===== src/hdl/input_capture_pkg.sv =====
// Constants shared by the input capture block: register map, field
// positions, mode codes and sizes.
// Assumes a 16-bit register port with word-aligned byte addresses.
package input_capture_pkg;

   localparam int unsigned NUM_CHANNELS = 8;
   localparam int unsigned FIFO_DEPTH   = 4;
   localparam int unsigned TS_W         = 16;
   localparam int unsigned ADDR_W       = 8;
   localparam int unsigned DATA_W       = 16;

   // Per channel: control word then buffer word, stride of two words
   localparam logic [7:0] CH_CTRL_OFS   = 8'h00;
   localparam logic [7:0] CH_BUF_OFS    = 8'h04;
   localparam int unsigned CH_SHIFT     = 3;
   localparam logic [7:0] IRQ_STAT_ADDR = 8'h40;
   localparam logic [7:0] IRQ_EN_ADDR   = 8'h44;
   localparam logic [7:0] IRQ_CLR_ADDR  = 8'h48;

   // Control register fields
   localparam int unsigned IDLE_STOP_BIT = 13;
   localparam int unsigned TB_SEL_BIT    = 7;
   localparam int unsigned CPI_LSB       = 5;
   localparam int unsigned OVF_BIT       = 4;
   localparam int unsigned BNE_BIT       = 3;
   localparam logic [15:0] CTRL_WR_MASK  = 16'h20e7;
   localparam logic [15:0] CTRL_RESET    = 16'h0000;

   // Capture mode codes
   localparam logic [2:0] MODE_OFF    = 3'h0;
   localparam logic [2:0] MODE_EVERY  = 3'h1;
   localparam logic [2:0] MODE_FALL   = 3'h2;
   localparam logic [2:0] MODE_RISE   = 3'h3;
   localparam logic [2:0] MODE_DIV4   = 3'h4;
   localparam logic [2:0] MODE_DIV16  = 3'h5;
   localparam logic [2:0] MODE_UNUSED = 3'h6;
   localparam logic [2:0] MODE_WAKE   = 3'h7;

   // Prescaler terminal counts
   localparam logic [3:0] PRE_TC_4  = 4'h3;
   localparam logic [3:0] PRE_TC_16 = 4'hf;

endpackage : input_capture_pkg


===== src/hdl/input_capture.sv =====
// Bank of input capture channels with 4-entry timestamp buffers and a
// shared interrupt status / enable / clear register set.
// Assumes the time base counts are on core_clk; pins are asynchronous.
//
// Overview of operation
// RULE_01 - A qualifying pin event stores the selected 16-bit time base count.
// RULE_02 - Mode 001 captures both edges, 010 falling, 011 rising.
// RULE_03 - Mode 100 captures every 4th rising edge, 101 every 16th.
// RULE_04 - Mode 000 turns the channel off.
// RULE_05 - Mode 110 is unused and behaves as off.
// RULE_06 - Mode 111: rising edge interrupts only in sleep or idle.
// RULE_07 - Interrupt after one, two, three or four captures per field.
// RULE_08 - In both-edge mode every capture interrupts regardless of count field.
// RULE_09 - Captured values sit in a four-deep 16-bit FIFO.
// RULE_10 - Read-only not-empty flag shows unread values remain.
// RULE_11 - Read-only overflow flag set on overflow, cleared by hardware.
// RULE_12 - Select bit 1 captures time base A, 0 time base B.
// RULE_13 - Idle-stop bit halts the channel while the CPU idles.
// RULE_14 - Capture events in sleep or idle raise a wake-up.
// RULE_15 - Software using DMA sets count field to 00; channels one, two only.
// RULE_16 - Up to eight independent channels, each with control and buffer.
// RULE_17 - Buffer read returns the oldest value and removes it.
// RULE_18 - Capture into a full buffer sets overflow, keeps stored entries.
//
// Implementation choices: the plain strobed port and the placing of the registers.
module input_capture #(
   parameter int unsigned NUM_CHANNELS = input_capture_pkg::NUM_CHANNELS,
   parameter int unsigned FIFO_DEPTH   = input_capture_pkg::FIFO_DEPTH
) (
   input  wire logic                    core_clk,          // System clock
   input  wire logic                    rstn,              // Async reset, active low
   input  wire logic                    clk_en,            // Freezes all state when low
   input  wire logic [NUM_CHANNELS-1:0] capture_input_pin, // Asynchronous capture inputs
   input  wire logic [15:0]             time_base_a_count, // First time base
   input  wire logic [15:0]             time_base_b_count, // Second time base
   input  wire logic                    cpu_idle,          // CPU is in idle
   input  wire logic                    cpu_sleep,         // CPU is in sleep
   input  wire logic [7:0]              bus_addr,          // Register byte address
   input  wire logic [15:0]             bus_wdata,         // Write data
   input  wire logic                    bus_wr,            // Write strobe
   input  wire logic                    bus_rd,            // Read strobe
   output logic      [15:0]             bus_rdata_q,       // Read data, cycle after strobe
   output logic                         irq_q,             // Level interrupt
   output logic                         wake_q             // Wake-up pulse
);

   localparam int unsigned PTR_W = $clog2(FIFO_DEPTH);
   localparam int unsigned CNT_W = PTR_W + 1;
   localparam logic [CNT_W-1:0] FULL_CNT = CNT_W'(FIFO_DEPTH);

   // Event qualification per mode
   function automatic logic edge_hit(input logic [2:0] mode, input logic rise,
                                     input logic fall, input logic pre_tc);
      unique case (mode)
         input_capture_pkg::MODE_EVERY: edge_hit = rise | fall;  // see RULE_02
         input_capture_pkg::MODE_FALL:  edge_hit = fall;         // see RULE_02
         input_capture_pkg::MODE_RISE:  edge_hit = rise;         // see RULE_02
         input_capture_pkg::MODE_DIV4,
         input_capture_pkg::MODE_DIV16: edge_hit = rise & pre_tc; // see RULE_03
         default:                       edge_hit = 1'b0;         // see RULE_04
      endcase
   endfunction : edge_hit

   // Buffer pointer step with wrap at the last entry
   function automatic logic [PTR_W-1:0] ptr_inc(input logic [PTR_W-1:0] ptr);
      if (ptr == PTR_W'(FIFO_DEPTH - 1)) begin
         ptr_inc = '0;
      end else begin
         ptr_inc = ptr + PTR_W'(1);
      end
   endfunction : ptr_inc

   // Fill level after one cycle of writes and reads
   function automatic logic [CNT_W-1:0] cnt_step(input logic [CNT_W-1:0] cnt,
                                                  input logic             inc,
                                                  input logic             dec);
      if (inc && !dec) begin
         cnt_step = cnt + CNT_W'(1);
      end else if (dec && !inc) begin
         cnt_step = cnt - CNT_W'(1);
      end else begin
         cnt_step = cnt;
      end
   endfunction : cnt_step

   ////////////////////////////////////////////////////////////////////////////
   // Register port decode

   wire [4:0] ch_sel   = bus_addr[7:input_capture_pkg::CH_SHIFT];
   wire       ch_ok    = (ch_sel < 5'(NUM_CHANNELS)) && (bus_addr[1:0] == 2'h0);
   wire [2:0] ch_word  = {bus_addr[2], 2'h0};
   wire       ctrl_sel = ch_ok && ({5'h0, ch_word} == input_capture_pkg::CH_CTRL_OFS);
   wire       buf_sel  = ch_ok && ({5'h0, ch_word} == input_capture_pkg::CH_BUF_OFS);
   wire       stat_sel = bus_addr == input_capture_pkg::IRQ_STAT_ADDR;
   wire       en_sel   = bus_addr == input_capture_pkg::IRQ_EN_ADDR;
   wire       clr_sel  = bus_addr == input_capture_pkg::IRQ_CLR_ADDR;
   wire       low_power = cpu_idle | cpu_sleep;

   logic [15:0]             ctrl_view [NUM_CHANNELS];
   logic [15:0]             head_word [NUM_CHANNELS];
   logic [NUM_CHANNELS-1:0] irq_ev;
   logic [NUM_CHANNELS-1:0] wake_ev;
   logic [NUM_CHANNELS-1:0] irq_stat_q;
   logic [NUM_CHANNELS-1:0] irq_en_q;

   ////////////////////////////////////////////////////////////////////////////
   // Channels

   for (genvar c = 0; c < NUM_CHANNELS; c++) begin : g_ch   // see RULE_16
      logic [2:0]       sync_q;
      logic             lvl_q;
      logic [15:0]      ctrl_q;
      logic [3:0]       pre_q;
      logic [1:0]       ici_q;
      logic             ovf_q;
      logic [CNT_W-1:0] cnt_q;
      logic [PTR_W-1:0] wptr_q;
      logic [PTR_W-1:0] rptr_q;
      logic [15:0]      fifo_q [FIFO_DEPTH];

      wire [5:0] sel_idx = 6'(c);
      wire       my_ch   = ch_sel == sel_idx[4:0];
      wire [2:0] mode    = ctrl_q[2:0];
      wire [1:0] cpi     = ctrl_q[input_capture_pkg::CPI_LSB +: 2];
      wire       idle_stop = ctrl_q[input_capture_pkg::IDLE_STOP_BIT];
      wire       tb_sel  = ctrl_q[input_capture_pkg::TB_SEL_BIT];

      // Level accepted once the second and third stages agree
      wire lvl_new = (sync_q[1] == sync_q[2]) ? sync_q[2] : lvl_q;
      wire rise    = lvl_new & ~lvl_q;
      wire fall    = ~lvl_new & lvl_q;

      wire is_off  = (mode == input_capture_pkg::MODE_OFF)
                   | (mode == input_capture_pkg::MODE_UNUSED);          // see RULE_05
      wire is_wake = mode == input_capture_pkg::MODE_WAKE;
      wire is_div  = (mode == input_capture_pkg::MODE_DIV4)
                   | (mode == input_capture_pkg::MODE_DIV16);
      wire halted  = idle_stop & cpu_idle;                               // see RULE_13
      wire active  = ~is_off & ~is_wake & ~halted;
      wire pre_tc  = (mode == input_capture_pkg::MODE_DIV4)
                   ? (pre_q == input_capture_pkg::PRE_TC_4)
                   : (pre_q == input_capture_pkg::PRE_TC_16);           // see RULE_03
      wire cap_ev  = active & edge_hit(mode, rise, fall, pre_tc);       // see RULE_01
      wire full    = cnt_q == FULL_CNT;
      wire push    = cap_ev & ~full;                                     // see RULE_18
      wire pop     = bus_rd & buf_sel & my_ch & (cnt_q != '0);          // see RULE_17
      wire every   = mode == input_capture_pkg::MODE_EVERY;
      wire ici_hit = every | (ici_q == cpi);                             // see RULE_08
      wire [15:0] stamp = tb_sel ? time_base_a_count : time_base_b_count; // see RULE_12

      assign irq_ev[c]  = is_wake ? (rise & low_power)                   // see RULE_06
                                  : (cap_ev & ici_hit);                  // see RULE_07
      assign wake_ev[c] = low_power & (is_wake ? rise : cap_ev);         // see RULE_14
      assign head_word[c] = fifo_q[rptr_q];
      assign ctrl_view[c] = ctrl_q
                          | (16'(ovf_q) << input_capture_pkg::OVF_BIT)   // see RULE_11
                          | (16'(cnt_q != '0) << input_capture_pkg::BNE_BIT); // see RULE_10

      // Pin synchroniser; only the edge detector looks past the first stage
      always_ff @(posedge core_clk or negedge rstn) begin
         if (!rstn) begin
            sync_q <= 3'h0;
         end else if (clk_en) begin
            sync_q <= {sync_q[1:0], capture_input_pin[c]};
         end
      end

      always_ff @(posedge core_clk or negedge rstn) begin
         if (!rstn) begin
            lvl_q <= 1'b0;
         end else if (clk_en) begin
            lvl_q <= lvl_new;
         end
      end

      wire ctrl_we = bus_wr & ctrl_sel & my_ch;

      always_ff @(posedge core_clk or negedge rstn) begin
         if (!rstn) begin
            ctrl_q <= input_capture_pkg::CTRL_RESET;
         end else if (clk_en && ctrl_we) begin
            ctrl_q <= bus_wdata & input_capture_pkg::CTRL_WR_MASK;
         end
      end

      /////////////////////////////////////////////////////////////////////////
      // Next-state selection

      // Prescaler restarts whenever the channel leaves a divided mode
      wire [3:0] pre_d = (!is_div || is_off) ? 4'h0
                       : !(active && rise)   ? pre_q
                       : pre_tc              ? 4'h0
                       : pre_q + 4'h1;                                       // see RULE_03

      // Capture count restarts where the count field does not apply
      wire [1:0] ici_d = (is_off || is_wake || every) ? 2'h0
                       : !cap_ev                      ? ici_q
                       : ici_hit                      ? 2'h0
                       : ici_q + 2'h1;                                       // see RULE_07

      // Switching the channel off flushes the buffer
      wire [PTR_W-1:0] wptr_d = is_off ? '0 : (push ? ptr_inc(wptr_q) : wptr_q);
      wire [PTR_W-1:0] rptr_d = is_off ? '0 : (pop ? ptr_inc(rptr_q) : rptr_q); // see RULE_17
      wire [CNT_W-1:0] cnt_d  = is_off ? '0 : cnt_step(cnt_q, push, pop);

      // Overflow stays set until the channel is switched off
      wire ovf_d = ~is_off & (ovf_q | (cap_ev & full)); // see RULE_11, RULE_18

      /////////////////////////////////////////////////////////////////////////
      // Channel state

      always_ff @(posedge core_clk or negedge rstn) begin
         if (!rstn) begin
            pre_q <= 4'h0;
         end else if (clk_en) begin
            pre_q <= pre_d;
         end
      end

      always_ff @(posedge core_clk or negedge rstn) begin
         if (!rstn) begin
            ici_q <= 2'h0;
         end else if (clk_en) begin
            ici_q <= ici_d;
         end
      end

      always_ff @(posedge core_clk or negedge rstn) begin
         if (!rstn) begin
            wptr_q <= '0;
         end else if (clk_en) begin
            wptr_q <= wptr_d;
         end
      end

      always_ff @(posedge core_clk or negedge rstn) begin
         if (!rstn) begin
            rptr_q <= '0;
         end else if (clk_en) begin
            rptr_q <= rptr_d;
         end
      end

      always_ff @(posedge core_clk or negedge rstn) begin
         if (!rstn) begin
            cnt_q <= '0;
         end else if (clk_en) begin
            cnt_q <= cnt_d;
         end
      end

      always_ff @(posedge core_clk or negedge rstn) begin
         if (!rstn) begin
            ovf_q <= 1'b0;
         end else if (clk_en) begin
            ovf_q <= ovf_d;
         end
      end

      // Storage is not reset; pushes are guarded by full and pops by empty, an empty read returns the word at the read pointer
      always_ff @(posedge core_clk) begin
         if (clk_en && push) begin
            fifo_q[wptr_q] <= stamp;                                   // see RULE_09
         end
      end
   end

   ////////////////////////////////////////////////////////////////////////////
   // Interrupt status, enable and clear

   wire                    clr_wr   = bus_wr & clr_sel;
   wire [NUM_CHANNELS-1:0] clr_mask = clr_wr ? bus_wdata[NUM_CHANNELS-1:0] : '0;
   // A new event wins over a clear in the same cycle
   wire [NUM_CHANNELS-1:0] stat_d   = (irq_stat_q & ~clr_mask) | irq_ev;
   wire                    en_we    = bus_wr & en_sel;
   wire [NUM_CHANNELS-1:0] en_d     = en_we ? bus_wdata[NUM_CHANNELS-1:0] : irq_en_q;
   // Interrupt is registered from the next status in the same cycle, through the enable in force
   wire                    irq_d    = |(stat_d & irq_en_q);
   wire                    wake_d   = |wake_ev;

   always_ff @(posedge core_clk or negedge rstn) begin
      if (!rstn) begin
         irq_stat_q <= '0;
      end else if (clk_en) begin
         irq_stat_q <= stat_d;
      end
   end

   always_ff @(posedge core_clk or negedge rstn) begin
      if (!rstn) begin
         irq_en_q <= '0;
      end else if (clk_en) begin
         irq_en_q <= en_d;
      end
   end

   always_ff @(posedge core_clk or negedge rstn) begin
      if (!rstn) begin
         irq_q <= 1'b0;
      end else if (clk_en) begin
         irq_q <= irq_d;                                               // see RULE_07
      end
   end

   always_ff @(posedge core_clk or negedge rstn) begin
      if (!rstn) begin
         wake_q <= 1'b0;
      end else if (clk_en) begin
         wake_q <= wake_d;                                             // see RULE_14
      end
   end

   ////////////////////////////////////////////////////////////////////////////
   // Read path

   wire [15:0] ch_rd   = buf_sel ? head_word[ch_sel[2:0]] : ctrl_view[ch_sel[2:0]];
   wire [15:0] rd_mux  = (ctrl_sel | buf_sel) ? ch_rd
                       : stat_sel ? 16'(irq_stat_q)
                       : en_sel   ? 16'(irq_en_q)
                       : 16'h0000;
   wire [15:0] rdata_d = bus_rd ? rd_mux : 16'h0000;

   always_ff @(posedge core_clk or negedge rstn) begin
      if (!rstn) begin
         bus_rdata_q <= 16'h0000;
      end else if (clk_en) begin
         bus_rdata_q <= rdata_d;
      end
   end

endmodule : input_capture


===== config.mk =====
export PLATFORM = sky130hd
export DESIGN_NAME = input_capture
export DESIGN_NICKNAME = d
export VERILOG_FILES = /design/src/hdl/input_capture_pkg.sv /design/src/hdl/input_capture.sv
export SDC_FILE = /design/constraint.sdc
export NUM_CORES = 1
export LEC_CHECK = 0
export BUFFER_PORTS_ARGS = -buffer_cell sky130_fd_sc_hd__buf_2
export CAP_MARGIN = 10
export CORE_MARGIN = 3
export CORE_UTILIZATION = 40
export DETAILED_ROUTE_END_ITERATION = 8
export GPL_TIMING_DRIVEN = 1
export PLACE_DENSITY_LB_ADDON = 0.08
export SYNTH_ARGS = -nofsm -noshare
export SYNTH_HDL_FRONTEND = slang
export SYNTH_SLANG_ARGS = --single-unit

===== constraint.sdc =====
create_clock -name core_clk -period 3.37 [get_ports core_clk]
set_input_delay 0.1685 -clock core_clk [delete_from_list [all_inputs] [get_ports core_clk]]
set_output_delay 0.1685 -clock core_clk [all_outputs]
set_load 0.05 [all_outputs]

* Word-level counts from Yosys, hierarchy flattened *
Memory sizes are Yosys's and may differ from the RTL's.
Index checks and enable logic that the tools add are counted.

cells by class
  $add $sub $neg = 48
  order comparisons = 2
  muxes and demuxes = 196
  equality and inequality tests = 122
  reduce and logical (&&, ||, !) cells = 201
  bitwise operators = 243

operators by type and width
  operator             number
  $mux 16              15
  $mux 2               72
  $and 1x1->1          132
  $eq 3x3->1 const B   40
  $or 14x4->14         8
  $or 14x5->14         8
  $bmux 16 s3          2
  $mux 4               24
  $reduce_and 2->1     41
  $mux 3               24
  $reduce_bool 2->1    32
  $add 2x1->2 const B  24
  $eq 3x2->1 const B   16
  $mux 1               48
  $not 1->1            48
  $reduce_bool 3->1    16
  $logic_and 1x1->1    43
  $or 1x1->1           42
  $add 4x1->4 const B  8
  $eq 2x2->1 const B   16
  $eq 4x2->1 const B   8
  $eq 4x4->1 const B   8
  $pmux 1 s4           8
  $logic_not 3->1      9
  other kinds (22)     120

storage, ports and cells
  memories kept = 8
  register bits after elaboration = 234
  output and inout port bits = 18
  bits in writable memories = 512

memory list
  memory           words  width  rd ports  clocked after memory_dff  write ports  line                  RTL
  g_ch[0].fifo_q   4      16     1         0                         1            input_capture.sv:119  logic [15:0] fifo_q [FIFO_DEPTH];
  g_ch[1].fifo_q   4      16     1         0                         1            input_capture.sv:119
  g_ch[2].fifo_q   4      16     1         0                         1            input_capture.sv:119
  g_ch[3].fifo_q   4      16     1         0                         1            input_capture.sv:119
  g_ch[4].fifo_q   4      16     1         0                         1            input_capture.sv:119
  g_ch[5].fifo_q   4      16     1         0                         1            input_capture.sv:119
  2 more memories  --     --     --        --                        --           --

* Depth between registers and ports, before layout *
  depth after elaboration = 13
  gate-level depth with buffers = 15

* Least setup slack after synthesis *
Ideal clock, no wire load.

  path type = reg2reg
  start = register g_ch[3].lvl_q
  end = register g_ch[3].cnt_q[2]
  library setup time = 0.124 ns
  arrival = 2.729 ns
  path slack = 0.517 ns
  cell stages (with the launch flop) = 15
  required time = 3.246 ns
  clock period less this slack = 2.853 ns
  cells stage by stage = dfrtp_1 > nand2_1 > nand2_1 > o21a_1 > inv_1 > ha_1 > nand2b_1 > a21oi_1 > a32oi_1 > nor3_2 > nor2b_1 > fa_1 > or3b_1 > and4_1 > a211o_1

between the ends
  word-level cells in the longest chain between the ends = 11
  elaborated cells on any way between the ends = 17
  classes of those cells = mux: 4; bitwise: 8; reduce/logical: 5

ends and longest elaborated chain
  item                                line                  RTL
  from (decl)                         input_capture.sv:111  logic lvl_q;
  from (signal assigned)              input_capture.sv:172  lvl_q <= lvl_new;
  $mux 1 (*)                          input_capture.sv:129  wire lvl_new = (sync_q[1] == sync_q[2]) ? sync_q[2] : lvl_q;
  via g_ch[3].lvl_new                 input_capture.sv:129
  $not 1->1                           input_capture.sv:131  wire fall = ~lvl_new & lvl_q;
  $and 1x1->1                         input_capture.sv:131
  $or 1x1->1                          input_capture.sv:55   input_capture_pkg::MODE_EVERY: edge_hit = rise | fall;
  $pmux 1 s4 (*)                      input_capture.sv:54   unique case (mode)
  $and 1x1->1 (*)                     input_capture.sv:143  wire cap_ev = active & edge_hit(mode, rise, fall, pre_tc);
  $and 1x1->1 (*)                     input_capture.sv:145  wire push = cap_ev & ~full;
  $logic_not 1->1                     input_capture.sv:79   end else if (dec && !inc) begin
  $logic_and 1x1->1                   input_capture.sv:79
  $reduce_bool 3->1 (no source line)  --
  $reduce_and 2->1 (no source line)   --
  to (signal assigned)                input_capture.sv:248  cnt_q <= cnt_d;
  to (decl)                           input_capture.sv:116  logic [CNT_W-1:0] cnt_q;

Mark *: on every way through the listed nets, which the timed path passes. The rest lies on a longest branch.
A chain may end at the register's enable or synchronous reset.

* Final worst setup path *
Same ends and word-level chain as after synthesis.

==> run summary <==
initial antenna violation count - 1
Die X - 301 um
Synth top area share - 0.442
die area - 90600 um^2
Vias - 20.6k
root buf cell - clkbuf_16
Post-Synthesis Cells - 2322
Rel. slew slack - 0.350
largest net degree at the start of global routing - 75
Post-Layout Cell Count - 3686
fin crit share - 0.924
top post-synthesis cells by count - 512 x edfxtp_1, 234 x dfrtp_1, 217 x mux2_2
number of CTS-inserted buffers - 83
via density per instance - 5.59
clock-pin slew on the worst setup and hold paths - 60 ps
drt total wl - 89.8 mm
H-tree Lvls - 3
Crit-path slowest cell - dfrtp_2
# nets final - 2624
flops & latches, synth - 746
global router's overall resource usage - 0.200
RSZ-0062 raised after global routing - false
Buffers on Ports - 81
Setup Viol. Count Final - 0
fmax - 0.321 GHz
first-pass GRT wire length - 135 mm
crit path cell chain - nand2_1, nand2_1, o21a_1, ha_1, mux2i_1, nand2_1, a32oi_2, nor3_2, nor2b_1, fa_1, or3b_1, a2111oi_0, a211o_1
Max Cap Viol - 0
core area - 85700 um^2
setup TNS - 0 ps
delay-heaviest family, CP - compound AO/OA/AOI/OAI gates
CTS tree - yes
Fillers - 7516
syn nets - 2465
asr flop ratio synth - 0.314
slowest stage delay, CP - 440 ps
Row Count - 107
Avg Inst Size Synth - 15.0 um^2
DR DRC count - 0
Unique masters post-synth - 75
Final GP Congestion - 0.843
post-route ant nets - 0
vias in the first global route - 21.1k
crit path kind - reg -> reg
# IOs - 89
Starting Density - 0.406
WL/cell - 24.4 um
share of layout cells above drive strength 1 - 0.279
EDFF count, synth - 512
placed cells - 3519
clk buf depth - 3
WP data required - 3940 ps
status - completed
Die Ht - 301 um
ys flop type - edfxtp_1
CP arrival - 3680 ps
detailed placer's ending HPWL - 63.0 mm
Layout Skew - 15.4 ps
synthesis-to-finish area growth - 14.3%
worst hold path class - in -> async
Setup crit start kind - register
Max VDD drop - 0.397 mV
Buf/Inv on CP - 0
Max Slew Vio Count - 0
drt first-iter violations - 1535
Most Frequent Cell on Critical Path - nand2_1
Mapped Area - 34800 um^2
Yosys warnings - 0
Synth area leader - edfxtp_1
Crit. End Element - register
register area share after synthesis - 0.610
P_leak - 14.6 nW
highest fanout seen on the critical path - 6
gr ovfl total - 0
cell with the most instances after synthesis - edfxtp_1
Hold Violations, Final - 0
Antenna diodes - 0
register area - 21200 um^2
Final min period - 3110 ps
P per Cell Area - 525 nW/um^2
Synth area leaders - edfxtp_1 44%, dfrtp_1 17%, mux4_2 11%, mux2_2 7.0%, ha_1 2.3%
Worst-Skew Late Latency - 640 ps
clock sink count - 746
Worst Max-Slew Pin Slew - 975 ps
multi-input logic area - 12700 um^2
Detailed Routing Iterations Pass 1 - 7
what timing repair did:
action | 4_1_cts | 5_1_grt
hold endpoints to repair | 108 | 0
hold buffers | 21 | 0
resized for setup | 0 | 2
setup buffers | 0 | 0
endpoints found under the setup margin | 0 | 1
sequential cells by signal, indices dropped and copies added (netlist names):
register and count:
g_ch.ctrl_q 56, irq_stat_q 8, irq_en_q 8, g_ch.cnt_q 24
g_ch.sync_q 24, g_ch.ici_q 16, g_ch.lvl_q 8, g_ch.pre_q 32
irq_q 1, wake_q 1, g_ch.wptr_q 16, g_ch.ovf_q 8
g_ch.fifo_q 512, bus_rdata_q 16, g_ch.rptr_q 16
report_power, final:
group / switching (mW) / internal, mW / leakage [nW]
Sequential: 0.241 / 10.1 / 7.71
Combinational: 1.13 / 0.739 / 5.63
Clock: 3.63 / 5.01 / 1.27
Total: 5.00 / 15.9 / 14.6
metal layers:
| layer | share of wire | track usage |
|---|---|---|
| met5 | 0.00014 | 0 |
| met4 | 0.034 | 0.0681 |
| met3 | 0.037 | 0.0283 |
| met2 | 0.50 | 0.339 |
| met1 | 0.43 | 0.266 |
per-stage QoR:
stage | setup slack, ps | instance area, um^2 | power [mW] | hold slack (ps) | utilization
after floorplan | 517 | 34800 | 11.7 | -127 | -
after global placement | 179 | 37000 | 12.3 | 161 | 0.432
after detailed placement | 177 | 37000 | 12.4 | 170 | 0.432
after CTS | 149 | 39800 | 21.1 | 34.1 | 0.464
after global routing | 15.0 | 39800 | 21.7 | 52.8 | 0.464
final | 257 | 39800 | 20.9 | 54.2 | 0.464
area by class of cell:
| class | count | area share |
|---|---|---|
| clock buffers | 108 | 0.0566 |
| multi-input cells | 1345 | 0.319 |
| clock inverters | 38 | 0.00815 |
| repair buffers | 204 | 0.0371 |
| well taps | 1144 | 0.0360 |
| flip-flops and latches | 746 | 0.534 |
| inverters | 101 | 0.00953 |
final timing paths:
check | cells past startpoint | endpoint | slack [ps] | startpoint
max | 13 | g_ch[3].cnt_q[2] | 260 | g_ch[3].lvl_q
min | 2 | g_ch[1].sync_q[1] | 50 | rstn
max reg2reg | 13 | g_ch[3].cnt_q[2] | 260 | g_ch[3].lvl_q
min reg2reg | 2 | g_ch[1].pre_q[1] | 500 | g_ch[1].pre_q[1]
max in group asynchronous | 3 | bus_rdata_q[8] | 2300 | rstn
min in group core_clk | 2 | g_ch[2].fifo_q[1][14] | 70 | time_base_a_count[14]
layout by cell type, fill, tap and decap left out, types with 7 or more instances in the layout:
master         count
edfxtp_1         512
dfrtp_1          233
mux2_2           217
mux4_2           175
o21ai_0          141
nand2_1          127
inv_1            100
buf_4             97
clkbuf_16         83
buf_2             78
nor2_1            65
ha_1              64
a21oi_1           59
nand3_1           42
nor3_1            38
mux2i_1           32
and3_1            27
and2_1            26
nor2b_1           24
nand2b_1          23
a22o_1            22
xor2_1            21
dlygate4sd3_1     21
o31ai_1           20
o2bb2ai_1         20
nand4_1           18
clkbuf_1          17
clkinv_2          15
clkinv_1          15
or3_1             13
o221ai_1          12
o21a_1            11
a221o_1           10
nor3b_1            9
nand3b_1           8
fa_1               8
clkbuf_8           8
a32oi_1            7
xnor2_1            7
cells by family after synthesis:
kind of cell,count (synthesis),share of synthesized area
multiplexers,424,0.193
XOR/XNOR,28,0.00704
adder cells (fa/ha/maj),73,0.0279
AND/OR/NAND/NOR,448,0.0659
flip-flops,746,0.610
buffers and inverters,231,0.0260
AO/OA/AOI/OAI,372,0.0708
No activity file was read; power rests on OpenSTA's default activity.
